$ cat src/design/io_space_pkg.sv
// Constants for the low I/O register space decoder
package io_space_pkg;
    // Space sizes and data-space mirror
    localparam int         IO_LOCATIONS   = 64;
    localparam logic [5:0] BIT_OP_LAST    = 6'h1F;
    localparam logic [7:0] DATA_IO_BASE   = 8'h20;
    localparam logic [7:0] DATA_IO_LAST   = 8'h5F;
    localparam logic [7:0] EXT_IO_BASE    = 8'h60;
    localparam int         PORT_COUNT     = 4;
    localparam int         PORT_STRIDE    = 3;
    localparam logic [7:0] RESET_VALUE    = 8'h00;
    // Register offsets in I/O space
    localparam logic [5:0] PIN_LEVEL_A    = 6'h00;
    localparam logic [5:0] DIRECTION_A    = 6'h01;
    localparam logic [5:0] OUTPUT_LATCH_A = 6'h02;
    localparam logic [5:0] PIN_LEVEL_B    = 6'h03;
    localparam logic [5:0] PIN_LEVEL_C    = 6'h06;
    localparam logic [5:0] PIN_LEVEL_D    = 6'h09;
    localparam logic [5:0] TIMER0_FLAGS   = 6'h15;
    localparam logic [5:0] TIMER1_FLAGS   = 6'h16;
    localparam logic [5:0] TIMER2_FLAGS   = 6'h17;
    localparam logic [5:0] PIN_CHG_FLAGS  = 6'h1B;
    localparam logic [5:0] EXT_IRQ_FLAGS  = 6'h1C;
    localparam logic [5:0] EXT_IRQ_MASK   = 6'h1D;
    localparam logic [5:0] SCRATCH_REG_0  = 6'h1E;
    localparam logic [5:0] EEPROM_CONTROL = 6'h1F;
    localparam logic [5:0] EEPROM_DATA    = 6'h20;
    localparam logic [5:0] EEPROM_ADDR_LO = 6'h21;
    localparam logic [5:0] EEPROM_ADDR_HI = 6'h22;
    localparam logic [5:0] PRESCALER_CTRL = 6'h23;
    localparam logic [5:0] TIMER0_CTRL_A  = 6'h24;
    localparam logic [5:0] TIMER0_CTRL_B  = 6'h25;
    localparam logic [5:0] TIMER0_COUNT   = 6'h26;
    localparam logic [5:0] TIMER0_CMP_A   = 6'h27;
    localparam logic [5:0] TIMER0_CMP_B   = 6'h28;
    localparam logic [5:0] SCRATCH_REG_1  = 6'h2A;
    localparam logic [5:0] SCRATCH_REG_2  = 6'h2B;
    localparam logic [5:0] SPI_CONTROL    = 6'h2C;
    localparam logic [5:0] SPI_STATUS     = 6'h2D;
    localparam logic [5:0] SPI_DATA       = 6'h2E;
    localparam logic [5:0] COMPARATOR_CS  = 6'h30;
    localparam logic [5:0] DEBUG_CHANNEL  = 6'h31;
    // Writable bit masks
    localparam logic [7:0] MASK_FULL      = 8'hFF;
    localparam logic [7:0] MASK_NONE      = 8'h00;
    localparam logic [7:0] MASK_EXT_IRQ   = 8'h07;
    localparam logic [7:0] MASK_EE_CTRL   = 8'h3F;
    localparam logic [7:0] MASK_EE_ADR_HI = 8'h0F;
    localparam logic [7:0] MASK_PRESCALER = 8'h83;
    localparam logic [7:0] MASK_T0_CTRL_A = 8'hF3;
    localparam logic [7:0] MASK_T0_CTRL_B = 8'hCF;
    localparam logic [7:0] MASK_SPI_STAT  = 8'h01;
    localparam logic [7:0] MASK_CMP_RW    = 8'hCF;
    // Write-one-to-clear flag masks
    localparam logic [7:0] FLAGS_TIMER0   = 8'h07;
    localparam logic [7:0] FLAGS_TIMER1   = 8'h27;
    localparam logic [7:0] FLAGS_TIMER2   = 8'h07;
    localparam logic [7:0] FLAGS_PIN_CHG  = 8'h0F;
    localparam logic [7:0] FLAGS_EXT_IRQ  = 8'h07;
    localparam logic [7:0] FLAGS_CMP      = 8'h10;
    localparam int         CMP_LEVEL_BIT  = 5;
    localparam int         CMP_FLAG_BIT   = 4;
endpackage : io_space_pkg

$ cat src/design/io_register_space_decoder.sv
// Low I/O register space decoder with bit operations and flag clearing
// Notes on behaviour
// - Bit set and clear reach 0x00-0x1F only
// - Skip tests examine one bit, low 32
// - Writing one clears flags; zero keeps
// - Bit operations rewrite the whole register byte
// - I/O instructions address 64 locations unshifted
// - Data space sees I/O at plus 0x20
// - Extended region reached only by data space
// - Ports are pin, direction, latch triplets
`timescale 1ns/1ps
module io_register_space_decoder
    import io_space_pkg::*;
(
    // Clock and reset
    input  wire logic        clock,
    input  wire logic        reset,
    // Dedicated I/O instructions
    input  wire logic        io_read,
    input  wire logic        io_write,
    input  wire logic [5:0]  io_addr,
    // Data-space load and store
    input  wire logic        data_read,
    input  wire logic        data_write,
    input  wire logic [7:0]  data_addr,
    input  wire logic [7:0]  write_data,
    // Single-bit operations
    input  wire logic        bit_set_op,
    input  wire logic        bit_clear_op,
    input  wire logic        skip_if_bit_set,
    input  wire logic        skip_if_bit_clear,
    input  wire logic [4:0]  bit_addr,
    input  wire logic [2:0]  bit_select,
    // Answers to the core
    output logic [7:0]       read_data,
    output logic             read_valid,
    output logic             skip_result,
    output logic             skip_valid,
    // Extended region forwarded elsewhere
    output logic             ext_read,
    output logic             ext_write,
    // Port pins, four ports of eight
    input  wire logic [31:0] pin_level,
    output logic [31:0]      port_direction,
    output logic [31:0]      port_output,
    // Hardware flag events, same clock domain
    input  wire logic [7:0]  timer0_flag_set,
    input  wire logic [7:0]  timer1_flag_set,
    input  wire logic [7:0]  timer2_flag_set,
    input  wire logic [7:0]  pin_change_flag_set,
    input  wire logic [7:0]  ext_irq_flag_set,
    input  wire logic        comparator_flag_set,
    input  wire logic        comparator_level,
    // Write notice for peripherals
    output logic             periph_write,
    output logic [5:0]       periph_index,
    output logic [7:0]       periph_data
);

    // Register storage, one byte per location
    logic [7:0]  store [0:IO_LOCATIONS-1];
    // Two-stage pin synchroniser
    logic [31:0] pin_meta;
    logic [31:0] pin_sync;
    // Arbitrated access
    logic        data_io_hit;
    logic        io_cmd;
    logic        data_cmd;
    logic        bit_cmd;
    logic        skip_cmd;
    logic [5:0]  acc_idx;
    logic        acc_write;
    logic        acc_read;
    logic [7:0]  acc_rval;
    logic [7:0]  next_wval;

    // Pins are asynchronous, so two flops before any reader
    always_ff @(posedge clock or posedge reset) begin
        if (reset) begin
            pin_meta <= '0;
            pin_sync <= '0;
        end else begin
            pin_meta <= pin_level;
            pin_sync <= pin_meta;
        end
    end

    // Writable bits per location; anything unlisted other than port direction and latch is reserved
    function automatic logic [7:0] rw_mask(input logic [5:0] a);
        case (a)
            EXT_IRQ_MASK:   rw_mask = MASK_EXT_IRQ;
            EEPROM_CONTROL: rw_mask = MASK_EE_CTRL;
            EEPROM_ADDR_HI: rw_mask = MASK_EE_ADR_HI;
            PRESCALER_CTRL: rw_mask = MASK_PRESCALER;
            TIMER0_CTRL_A:  rw_mask = MASK_T0_CTRL_A;
            TIMER0_CTRL_B:  rw_mask = MASK_T0_CTRL_B;
            SPI_STATUS:     rw_mask = MASK_SPI_STAT;
            COMPARATOR_CS:  rw_mask = MASK_CMP_RW;
            SCRATCH_REG_0, EEPROM_DATA, EEPROM_ADDR_LO,
            TIMER0_COUNT, TIMER0_CMP_A, TIMER0_CMP_B,
            SCRATCH_REG_1, SCRATCH_REG_2, SPI_CONTROL,
            SPI_DATA, DEBUG_CHANNEL:
                            rw_mask = MASK_FULL;
            default: begin
                // Direction and latch of each port triplet
                if (a < 6'(PORT_COUNT * PORT_STRIDE) && a % 6'(PORT_STRIDE) != 6'd0)
                    rw_mask = MASK_FULL;
                else
                    rw_mask = MASK_NONE;
            end
        endcase
    endfunction : rw_mask

    // Flag bits that clear on a written one
    function automatic logic [7:0] flag_mask(input logic [5:0] a);
        case (a)
            TIMER0_FLAGS:  flag_mask = FLAGS_TIMER0;
            TIMER1_FLAGS:  flag_mask = FLAGS_TIMER1;
            TIMER2_FLAGS:  flag_mask = FLAGS_TIMER2;
            PIN_CHG_FLAGS: flag_mask = FLAGS_PIN_CHG;
            EXT_IRQ_FLAGS: flag_mask = FLAGS_EXT_IRQ;
            COMPARATOR_CS: flag_mask = FLAGS_CMP;
            default:       flag_mask = MASK_NONE;
        endcase
    endfunction : flag_mask

    // Hardware set requests per location
    function automatic logic [7:0] hw_set(input logic [5:0] a);
        case (a)
            TIMER0_FLAGS:  hw_set = timer0_flag_set;
            TIMER1_FLAGS:  hw_set = timer1_flag_set;
            TIMER2_FLAGS:  hw_set = timer2_flag_set;
            PIN_CHG_FLAGS: hw_set = pin_change_flag_set;
            EXT_IRQ_FLAGS: hw_set = ext_irq_flag_set;
            COMPARATOR_CS: hw_set = {3'h0, comparator_flag_set, 4'h0};
            default:       hw_set = MASK_NONE;
        endcase
    endfunction : hw_set

    // Read view of a location, pins and comparator level live
    function automatic logic [7:0] read_of(input logic [5:0] a);
        case (a)
            PIN_LEVEL_A:   read_of = pin_sync[7:0];
            PIN_LEVEL_B:   read_of = pin_sync[15:8];
            PIN_LEVEL_C:   read_of = pin_sync[23:16];
            PIN_LEVEL_D:   read_of = pin_sync[31:24];
            COMPARATOR_CS: read_of = store[a] | {2'h0, comparator_level, 5'h00};
            default:       read_of = store[a];
        endcase
    endfunction : read_of

    // Data addresses 0x20-0x5F mirror the I/O space
    assign data_io_hit = (data_addr >= DATA_IO_BASE) && (data_addr <= DATA_IO_LAST);
    // One access per cycle: I/O, then data, then bit operations
    assign io_cmd   = io_read || io_write;
    assign data_cmd = !io_cmd && (data_read || data_write) && data_io_hit;
    assign bit_cmd  = !io_cmd && !(data_read || data_write)
                      && (bit_set_op || bit_clear_op);
    assign skip_cmd = !io_cmd && !(data_read || data_write) && !bit_cmd
                      && (skip_if_bit_set || skip_if_bit_clear);

    // Location and direction of the winning access
    always_comb begin
        if (io_cmd)
            acc_idx = io_addr;
        else if (data_cmd)
            acc_idx = 6'(data_addr - DATA_IO_BASE);
        else
            acc_idx = {1'b0, bit_addr};
    end
    assign acc_write = (io_cmd && io_write) || (data_cmd && data_write) || bit_cmd;
    assign acc_read  = (io_cmd && !io_write) || (data_cmd && !data_write);
    // Process form, so a change of the stored byte re-runs the read view
    always_comb begin
        acc_rval = read_of(acc_idx);
    end

    // Byte to write; bit operations read, modify, write all eight bits
    always_comb begin
        if (bit_cmd && bit_set_op)
            next_wval = acc_rval | (8'h01 << bit_select);
        else if (bit_cmd)
            next_wval = acc_rval & ~(8'h01 << bit_select);
        else
            next_wval = write_data;
    end

    // Extended region bypasses this decoder; I/O opcodes cannot reach it
    assign ext_read  = !io_cmd && data_read && (data_addr >= EXT_IO_BASE);
    assign ext_write = !io_cmd && !data_read && data_write
                       && (data_addr >= EXT_IO_BASE);

    // Each location updates on its own; a hardware set beats a clearing write
    genvar g;
    generate
        for (g = 0; g < IO_LOCATIONS; g++) begin : loc
            logic       hit;
            logic [7:0] rwm;
            logic [7:0] flm;
            assign hit = acc_write && (acc_idx == 6'(g));
            assign rwm = rw_mask(6'(g));
            assign flm = flag_mask(6'(g));
            always_ff @(posedge clock or posedge reset) begin
                if (reset) begin
                    store[g] <= RESET_VALUE;
                end else if (hit) begin
                    // Ones clear flags, zeros keep them, set wins
                    store[g] <= (next_wval & rwm)
                                | (store[g] & flm & ~next_wval)
                                | (hw_set(6'(g)) & flm);
                end else begin
                    store[g] <= store[g] | (hw_set(6'(g)) & flm);
                end
            end
        end
    endgenerate

    // Expose direction and latch of each port triplet
    genvar p;
    generate
        for (p = 0; p < PORT_COUNT; p++) begin : port
            assign port_direction[8*p +: 8] = store[PORT_STRIDE*p + 1];
            assign port_output[8*p +: 8]    = store[PORT_STRIDE*p + 2];
        end
    endgenerate

    // Read answer one cycle after the request
    always_ff @(posedge clock or posedge reset) begin
        if (reset) begin
            read_data  <= 8'h00;
            read_valid <= 1'b0;
        end else begin
            read_valid <= acc_read;
            if (acc_read)
                read_data <= acc_rval;
        end
    end

    // Skip test result; true means skip the next instruction
    always_ff @(posedge clock or posedge reset) begin
        if (reset) begin
            skip_result <= 1'b0;
            skip_valid  <= 1'b0;
        end else begin
            skip_valid <= skip_cmd;
            if (skip_cmd)
                skip_result <= (acc_rval[bit_select] == skip_if_bit_set);
        end
    end

    // Write notice, so peripherals can react to register writes
    always_ff @(posedge clock or posedge reset) begin
        if (reset) begin
            periph_write <= 1'b0;
            periph_index <= 6'h00;
            periph_data  <= 8'h00;
        end else begin
            periph_write <= acc_write;
            if (acc_write) begin
                periph_index <= acc_idx;
                periph_data  <= next_wval;
            end
        end
    end

    // Writing a latch by bit set leaves that bit high
    set_bit_a: assert property (@(posedge clock) disable iff (reset)
        (bit_cmd && bit_set_op && bit_addr == 5'(OUTPUT_LATCH_A))
        |=> port_output[$past(bit_select)] == 1'b1)
        else $error("bit set did not land");

    // Skip-if-set tracks the addressed direction bit
    skip_test_a: assert property (@(posedge clock) disable iff (reset)
        (skip_cmd && skip_if_bit_set && bit_addr == 5'(DIRECTION_A))
        |=> skip_valid && skip_result == $past(port_direction[bit_select]))
        else $error("skip result wrong");

    // A written one clears a flag without a new event
    w1c_clear_a: assert property (@(posedge clock) disable iff (reset)
        (io_write && io_addr == TIMER0_FLAGS && write_data == 8'hFF
         && timer0_flag_set == 8'h00) |=> store[TIMER0_FLAGS] == 8'h00)
        else $error("flag not cleared by one");

    // A written zero keeps flags
    w1c_keep_a: assert property (@(posedge clock) disable iff (reset)
        (io_write && io_addr == EXT_IRQ_FLAGS && write_data == 8'h00)
        |=> store[EXT_IRQ_FLAGS] == $past(store[EXT_IRQ_FLAGS]))
        else $error("flag lost on zero write");

    // Bit clear on a flag register clears every set flag except the selected bit, which is written back as zero and kept
    rmw_clear_a: assert property (@(posedge clock) disable iff (reset)
        (bit_cmd && bit_clear_op && bit_addr == 5'(TIMER1_FLAGS)
         && timer1_flag_set == 8'h00) |=> store[TIMER1_FLAGS] == 8'h00)
        else $error("read-modify-write kept a flag");

    // Dedicated read answers next cycle with the latch byte
    io_read_a: assert property (@(posedge clock) disable iff (reset)
        (io_read && !io_write && io_addr == OUTPUT_LATCH_A)
        |=> read_valid && read_data == $past(port_output[7:0]))
        else $error("I/O read answer wrong");

    // Data address 0x22 mirrors the port A latch
    data_mirror_a: assert property (@(posedge clock) disable iff (reset)
        (!io_cmd && data_read && data_addr == 8'h22)
        |=> read_valid && read_data == $past(port_output[7:0]))
        else $error("data mirror offset wrong");

    // Extended stores never touch local registers
    ext_only_a: assert property (@(posedge clock) disable iff (reset)
        (!io_cmd && !data_read && data_write && data_addr >= EXT_IO_BASE)
        |-> ext_write ##1 !periph_write)
        else $error("extended store decoded locally");

    // Port B latch sits at offset 0x05
    port_triplet_a: assert property (@(posedge clock) disable iff (reset)
        (io_write && io_addr == 6'h05) |=> port_output[15:8] == $past(write_data))
        else $error("port triplet layout wrong");

    // Reserved location reads zero even after a write
    reserved_zero_a: assert property (@(posedge clock) disable iff (reset)
        (io_read && !io_write && io_addr == 6'h0C)
        |=> read_valid && read_data == 8'h00)
        else $error("reserved location not zero");

endmodule : io_register_space_decoder

$ cat config.mk
export PLATFORM = sky130hd
export DESIGN_NAME = io_register_space_decoder
export DESIGN_NICKNAME = d
export VERILOG_FILES = /design/src/design/io_space_pkg.sv /design/src/design/io_register_space_decoder.sv
export SDC_FILE = /design/constraint.sdc
export NUM_CORES = 1
export LEC_CHECK = 0
export BUFFER_PORTS_ARGS = -buffer_cell sky130_fd_sc_hd__buf_2
export CAP_MARGIN = 20
export CORE_ASPECT_RATIO = 1.1
export CORE_MARGIN = 1
export CORE_UTILIZATION = 30
export DETAILED_ROUTE_END_ITERATION = 7
export MAX_ROUTING_LAYER = met4
export PLACE_DENSITY = 0.59
export SYNTH_ARGS = -nofsm -noshare
export SYNTH_HDL_FRONTEND = slang
export SYNTH_SLANG_ARGS = --single-unit
$ cat constraint.sdc
create_clock -name clock -period 12.5 [get_ports clock]
set_input_delay 3.75 -clock clock [delete_from_list [all_inputs] [get_ports clock]]
set_output_delay 3.75 -clock clock [all_outputs]
set_load 0.005 [all_outputs]
==> summary.md <==
| Metric | Value |
|---|---|
| Ys Warns | `0` |
| Worst Setup Path Type | `input port to flop` |
| Hold Crit Class | `flop to flop` |
| Die X | `205 um` |
| Worst-case clock buffer depth | `3` |
| Clock Root Buffer | `clkbuf_16` |
| Post-synthesis cell count | `1,406` |
| Bufs and invs on worst path | `3` |
| Leakage power | `6.83 nW` |
| CTS Hold Bufs | `0` |
| Setup ws final | `3630 ps` |
| Share of cells above drive strength 1 | `19.7%` |
| Setup crit start kind | `input port` |
| Final setup fails | `0` |
| CP endpoint kind | `flop` |
| Vias per cell | `5.40` |
| Power per standard cell area | `171 nW/um2` |
| Seq/Total Area, Yosys | `54.5%` |
| Worst-path cell chain | `buf_2 -> or2_0 -> or4_1 -> nand3_2 -> buf_4 -> nor2_1 -> a221o_1 -> a21oi_1 -> nor4_1 -> a21oi_1 -> mux2i_1 -> mux2i_4 -> buf_4 -> o22a_1` |
| Synthesized cell area | `13,600 um2` |
| Inserted Clock Buffers | `30` |
| Post-synth EDFFs | `0` |
| Total track usage | `21.0%` |
| Routed len/inst | `22.6 um` |
| I/O Pins | `206` |
| Fin crit share | `70.9%` |
| Final Skew | `22.2 ps` |
| Clock Sinks | `295` |
| Worst IR Drop VDD | `0.105 mV` |
| DRT iter0 DRCs | `1,020` |
| Clock latency on the worst-skew pair | `600 ps` |
| DRT Pass-1 Iters | `5` |
| Final hold viol count | `0` |
| Async set-reset flop share out of synthesis | `100%` |
| Seq cells post-synth | `295` |
| Relative slew slack | `27.7%` |
| F_max | `113 MHz` |
| DR DRC count | `0` |
| Worst path top cell family by delay | `simple AND/OR/NAND/NOR gates` |
| Synth-to-layout area growth | `14.8%` |
| Clock transition at path regs | `70 ps` |
| Nets | `1,605` |
| First-pass GRT wire length | `70.8 mm` |
| Syn Nets | `1,520` |
| Gr ovfl total | `0` |
| Synth unique cells | `75` |
| Vias in the first global route | `11,100` |
| IO buf count | `182` |
| Largest net degree at the start of global routing | `177` |
| Setup tns final | `0 ps` |
| Status | `finished clean` |
| DP HPWL | `32.4 mm` |
| Max-cap violations | `0` |
| Core ar. | `44,500 um2` |
| Fin. max-slew vios | `0` |
| RSZ-0062 raised after global routing | `false` |
| Total wire length | `47.5 mm` |
| Std-Cell Rows | `81` |
| Starting density of the core | `30.5%` |
| Avg Inst Size Synth | `9.64 um2` |
| Pin slew with the least headroom to its limit | `1060 ps` |
| Vias | `11,300` |
| Die height | `225 um` |
| Crit path largest cell delay | `770 ps` |
| H-tree depth | `1` |
| Main synth FF type | `dfrtp_1` |
| Initial antenna violation count | `5` |
| DIE AREA | `46,000 um2` |
| Antenna-violating nets left | `0` |
| Pwr Total | `2.66 mW` |
| Final worst path period need | `8870 ps` |
| Setup Fix Bufs, Post-CTS | `0` |
| Peak fanout along the critical path | `32` |
| Crit path arrival time | `9330 ps` |
| Req. time, crit path | `12,970 ps` |
| Setup slack at placement | `3330 ps` |
| CTS tree | `built` |
| Routability cong. | `0.891` |
| Cts repair resizes | `0` |
| Critical-path top delay cell | `or2_0` |
[worst register-to-register path: cells and delay by family, from the launching register on]
kind	cells	cell delay (ps)
compound gates	4	1350
simple gates	3	900
flops	1	360
buf+inv	1	280
mux	1	80
[per-layer routing]
layer	global-route usage (%)	up-vias	routed length, um
met5	-	-	0
met1	25.7	5581	19000
met3	3.35	114	3080
met2	33.6	488	22900
met4	10.2	0	2430
li1	-	5150	-
[layout by cell type, fill, tap and decap left out, types with 12 or more instances in the layout]
master / Yosys / layout
a211oi_1: 17 / 17
a21o_1: 12 / 12
a21oi_1: 141 / 139
a221o_1: 13 / 13
a31oi_1: 16 / 16
and3_1: 14 / 14
buf_2: 27 / 183
buf_4: 69 / 30
clkbuf_16: 0 / 30
dfrtp_1: 295 / 295
mux2i_1: 26 / 24
nand2_1: 167 / 166
nand2b_1: 18 / 18
nand3_1: 40 / 40
nor2_1: 145 / 144
nor3_1: 19 / 17
o21ai_0: 97 / 96
o21ai_1: 39 / 40
[worst paths after layout]
check | from | depth (start not counted) | end | slack (ps)
setup / recovery | io_read | 14 | store[337] | 3630
hold / removal | pin_meta[29] | 0 | pin_sync[29] | 340
setup reg to reg | port_direction[16] | 9 | store[328] | 9400
hold reg to reg | pin_meta[29] | 0 | pin_sync[29] | 340
max in group asynchronous | reset | 3 | port_output[0] | 7600
min in group asynchronous | reset | 2 | pin_meta[3] | 3330
[sequential cells by signal, summed over array words and instances, names as in the netlist]
name	flops
periph_data	8
periph_index	6
periph_write	1
pin_meta	32
pin_sync	32
port_direction	32
port_output	32
read_data	8
read_valid	1
skip_result	1
skip_valid	1
store	141
[power by group]
group | internal, mW | switching [mW]
clock network | 0.475 | 0.390
registers | 1.14 | 0.118
logic | 0.210 | 0.333
[cells in the mapped netlist (4+ instances only)]
| master | instances | area, um2 |
|---|---|---|
| a2111oi_0 | 5 | 43.8 |
| a211oi_1 | 17 | 128 |
| a21boi_0 | 6 | 45.0 |
| a21o_1 | 12 | 90.1 |
| a21oi_1 | 141 | 706 |
| a221o_1 | 13 | 130 |
| a221oi_1 | 7 | 61.3 |
| a22oi_1 | 13 | 97.6 |
| a311oi_1 | 6 | 52.6 |
| a31oi_1 | 16 | 100 |
| a32oi_1 | 4 | 35.0 |
| a41oi_1 | 7 | 61.3 |
| and2_1 | 4 | 25.0 |
| and3_1 | 14 | 87.6 |
| buf_2 | 27 | 135 |
| buf_4 | 69 | 518 |
| buf_6 | 5 | 56.3 |
| clkbuf_1 | 60 | 225 |
| dfrtp_1 | 295 | 7380 |
| inv_1 | 12 | 45.0 |
| mux2_2 | 10 | 113 |
| mux2i_1 | 26 | 260 |
| nand2_1 | 167 | 627 |
| nand2b_1 | 18 | 113 |
| nand3_1 | 40 | 200 |
| nand4_1 | 9 | 56.3 |
| nor2_1 | 145 | 544 |
| nor3_1 | 19 | 95.1 |
| nor4_1 | 13 | 81.3 |
| o2111ai_1 | 4 | 35.0 |
| o211ai_1 | 9 | 67.6 |
| o21ai_0 | 97 | 485 |
| o21ai_1 | 39 | 195 |
| o21bai_1 | 4 | 30.0 |
| o221ai_1 | 5 | 43.8 |
| o22a_1 | 5 | 43.8 |
| o31ai_1 | 6 | 45.0 |
| or3_1 | 5 | 31.3 |
[layout make-up]
cell class                 count  area, um2
fill                        4460      28900
sequential                   295       7380
multi-input combinational    936       5270
timing repair buffer         216       1180
clock buffer                  42        856
tap                          581        727
clock inverter                11       72.6
inverter                      12       52.6
antenna                        5       12.5
[logic make-up (layout without fill, tap and decap cells)]
group | after synthesis | count (layout) | share of synthesized area, %
compound gates | 446 | 446 | 20.5
xor+xnor | 2 | 2 | 0.129
buf+inv | 175 | 281 | 7.28
flops | 295 | 295 | 54.5
mux | 36 | 36 | 2.75
other cells | 0 | 5 | 0
simple gates | 452 | 452 | 14.9
[metrics by stage]
step | instances | utilization [%] | area, um2 | hold slack [ps]
5_1_grt | 2098 | 35.0 | 15600 | 350
3_5_place_dp | 2033 | 32.7 | 14600 | 335
4_1_cts | 2086 | 34.8 | 15500 | 347
6_report | 2098 | 35.0 | 15600 | 344
2_1_floorplan | 1406 | - | 13600 | 331
3_3_place_gp | 2033 | 32.7 | 14600 | 333
No activity file was read; power rests on OpenSTA's default activity.
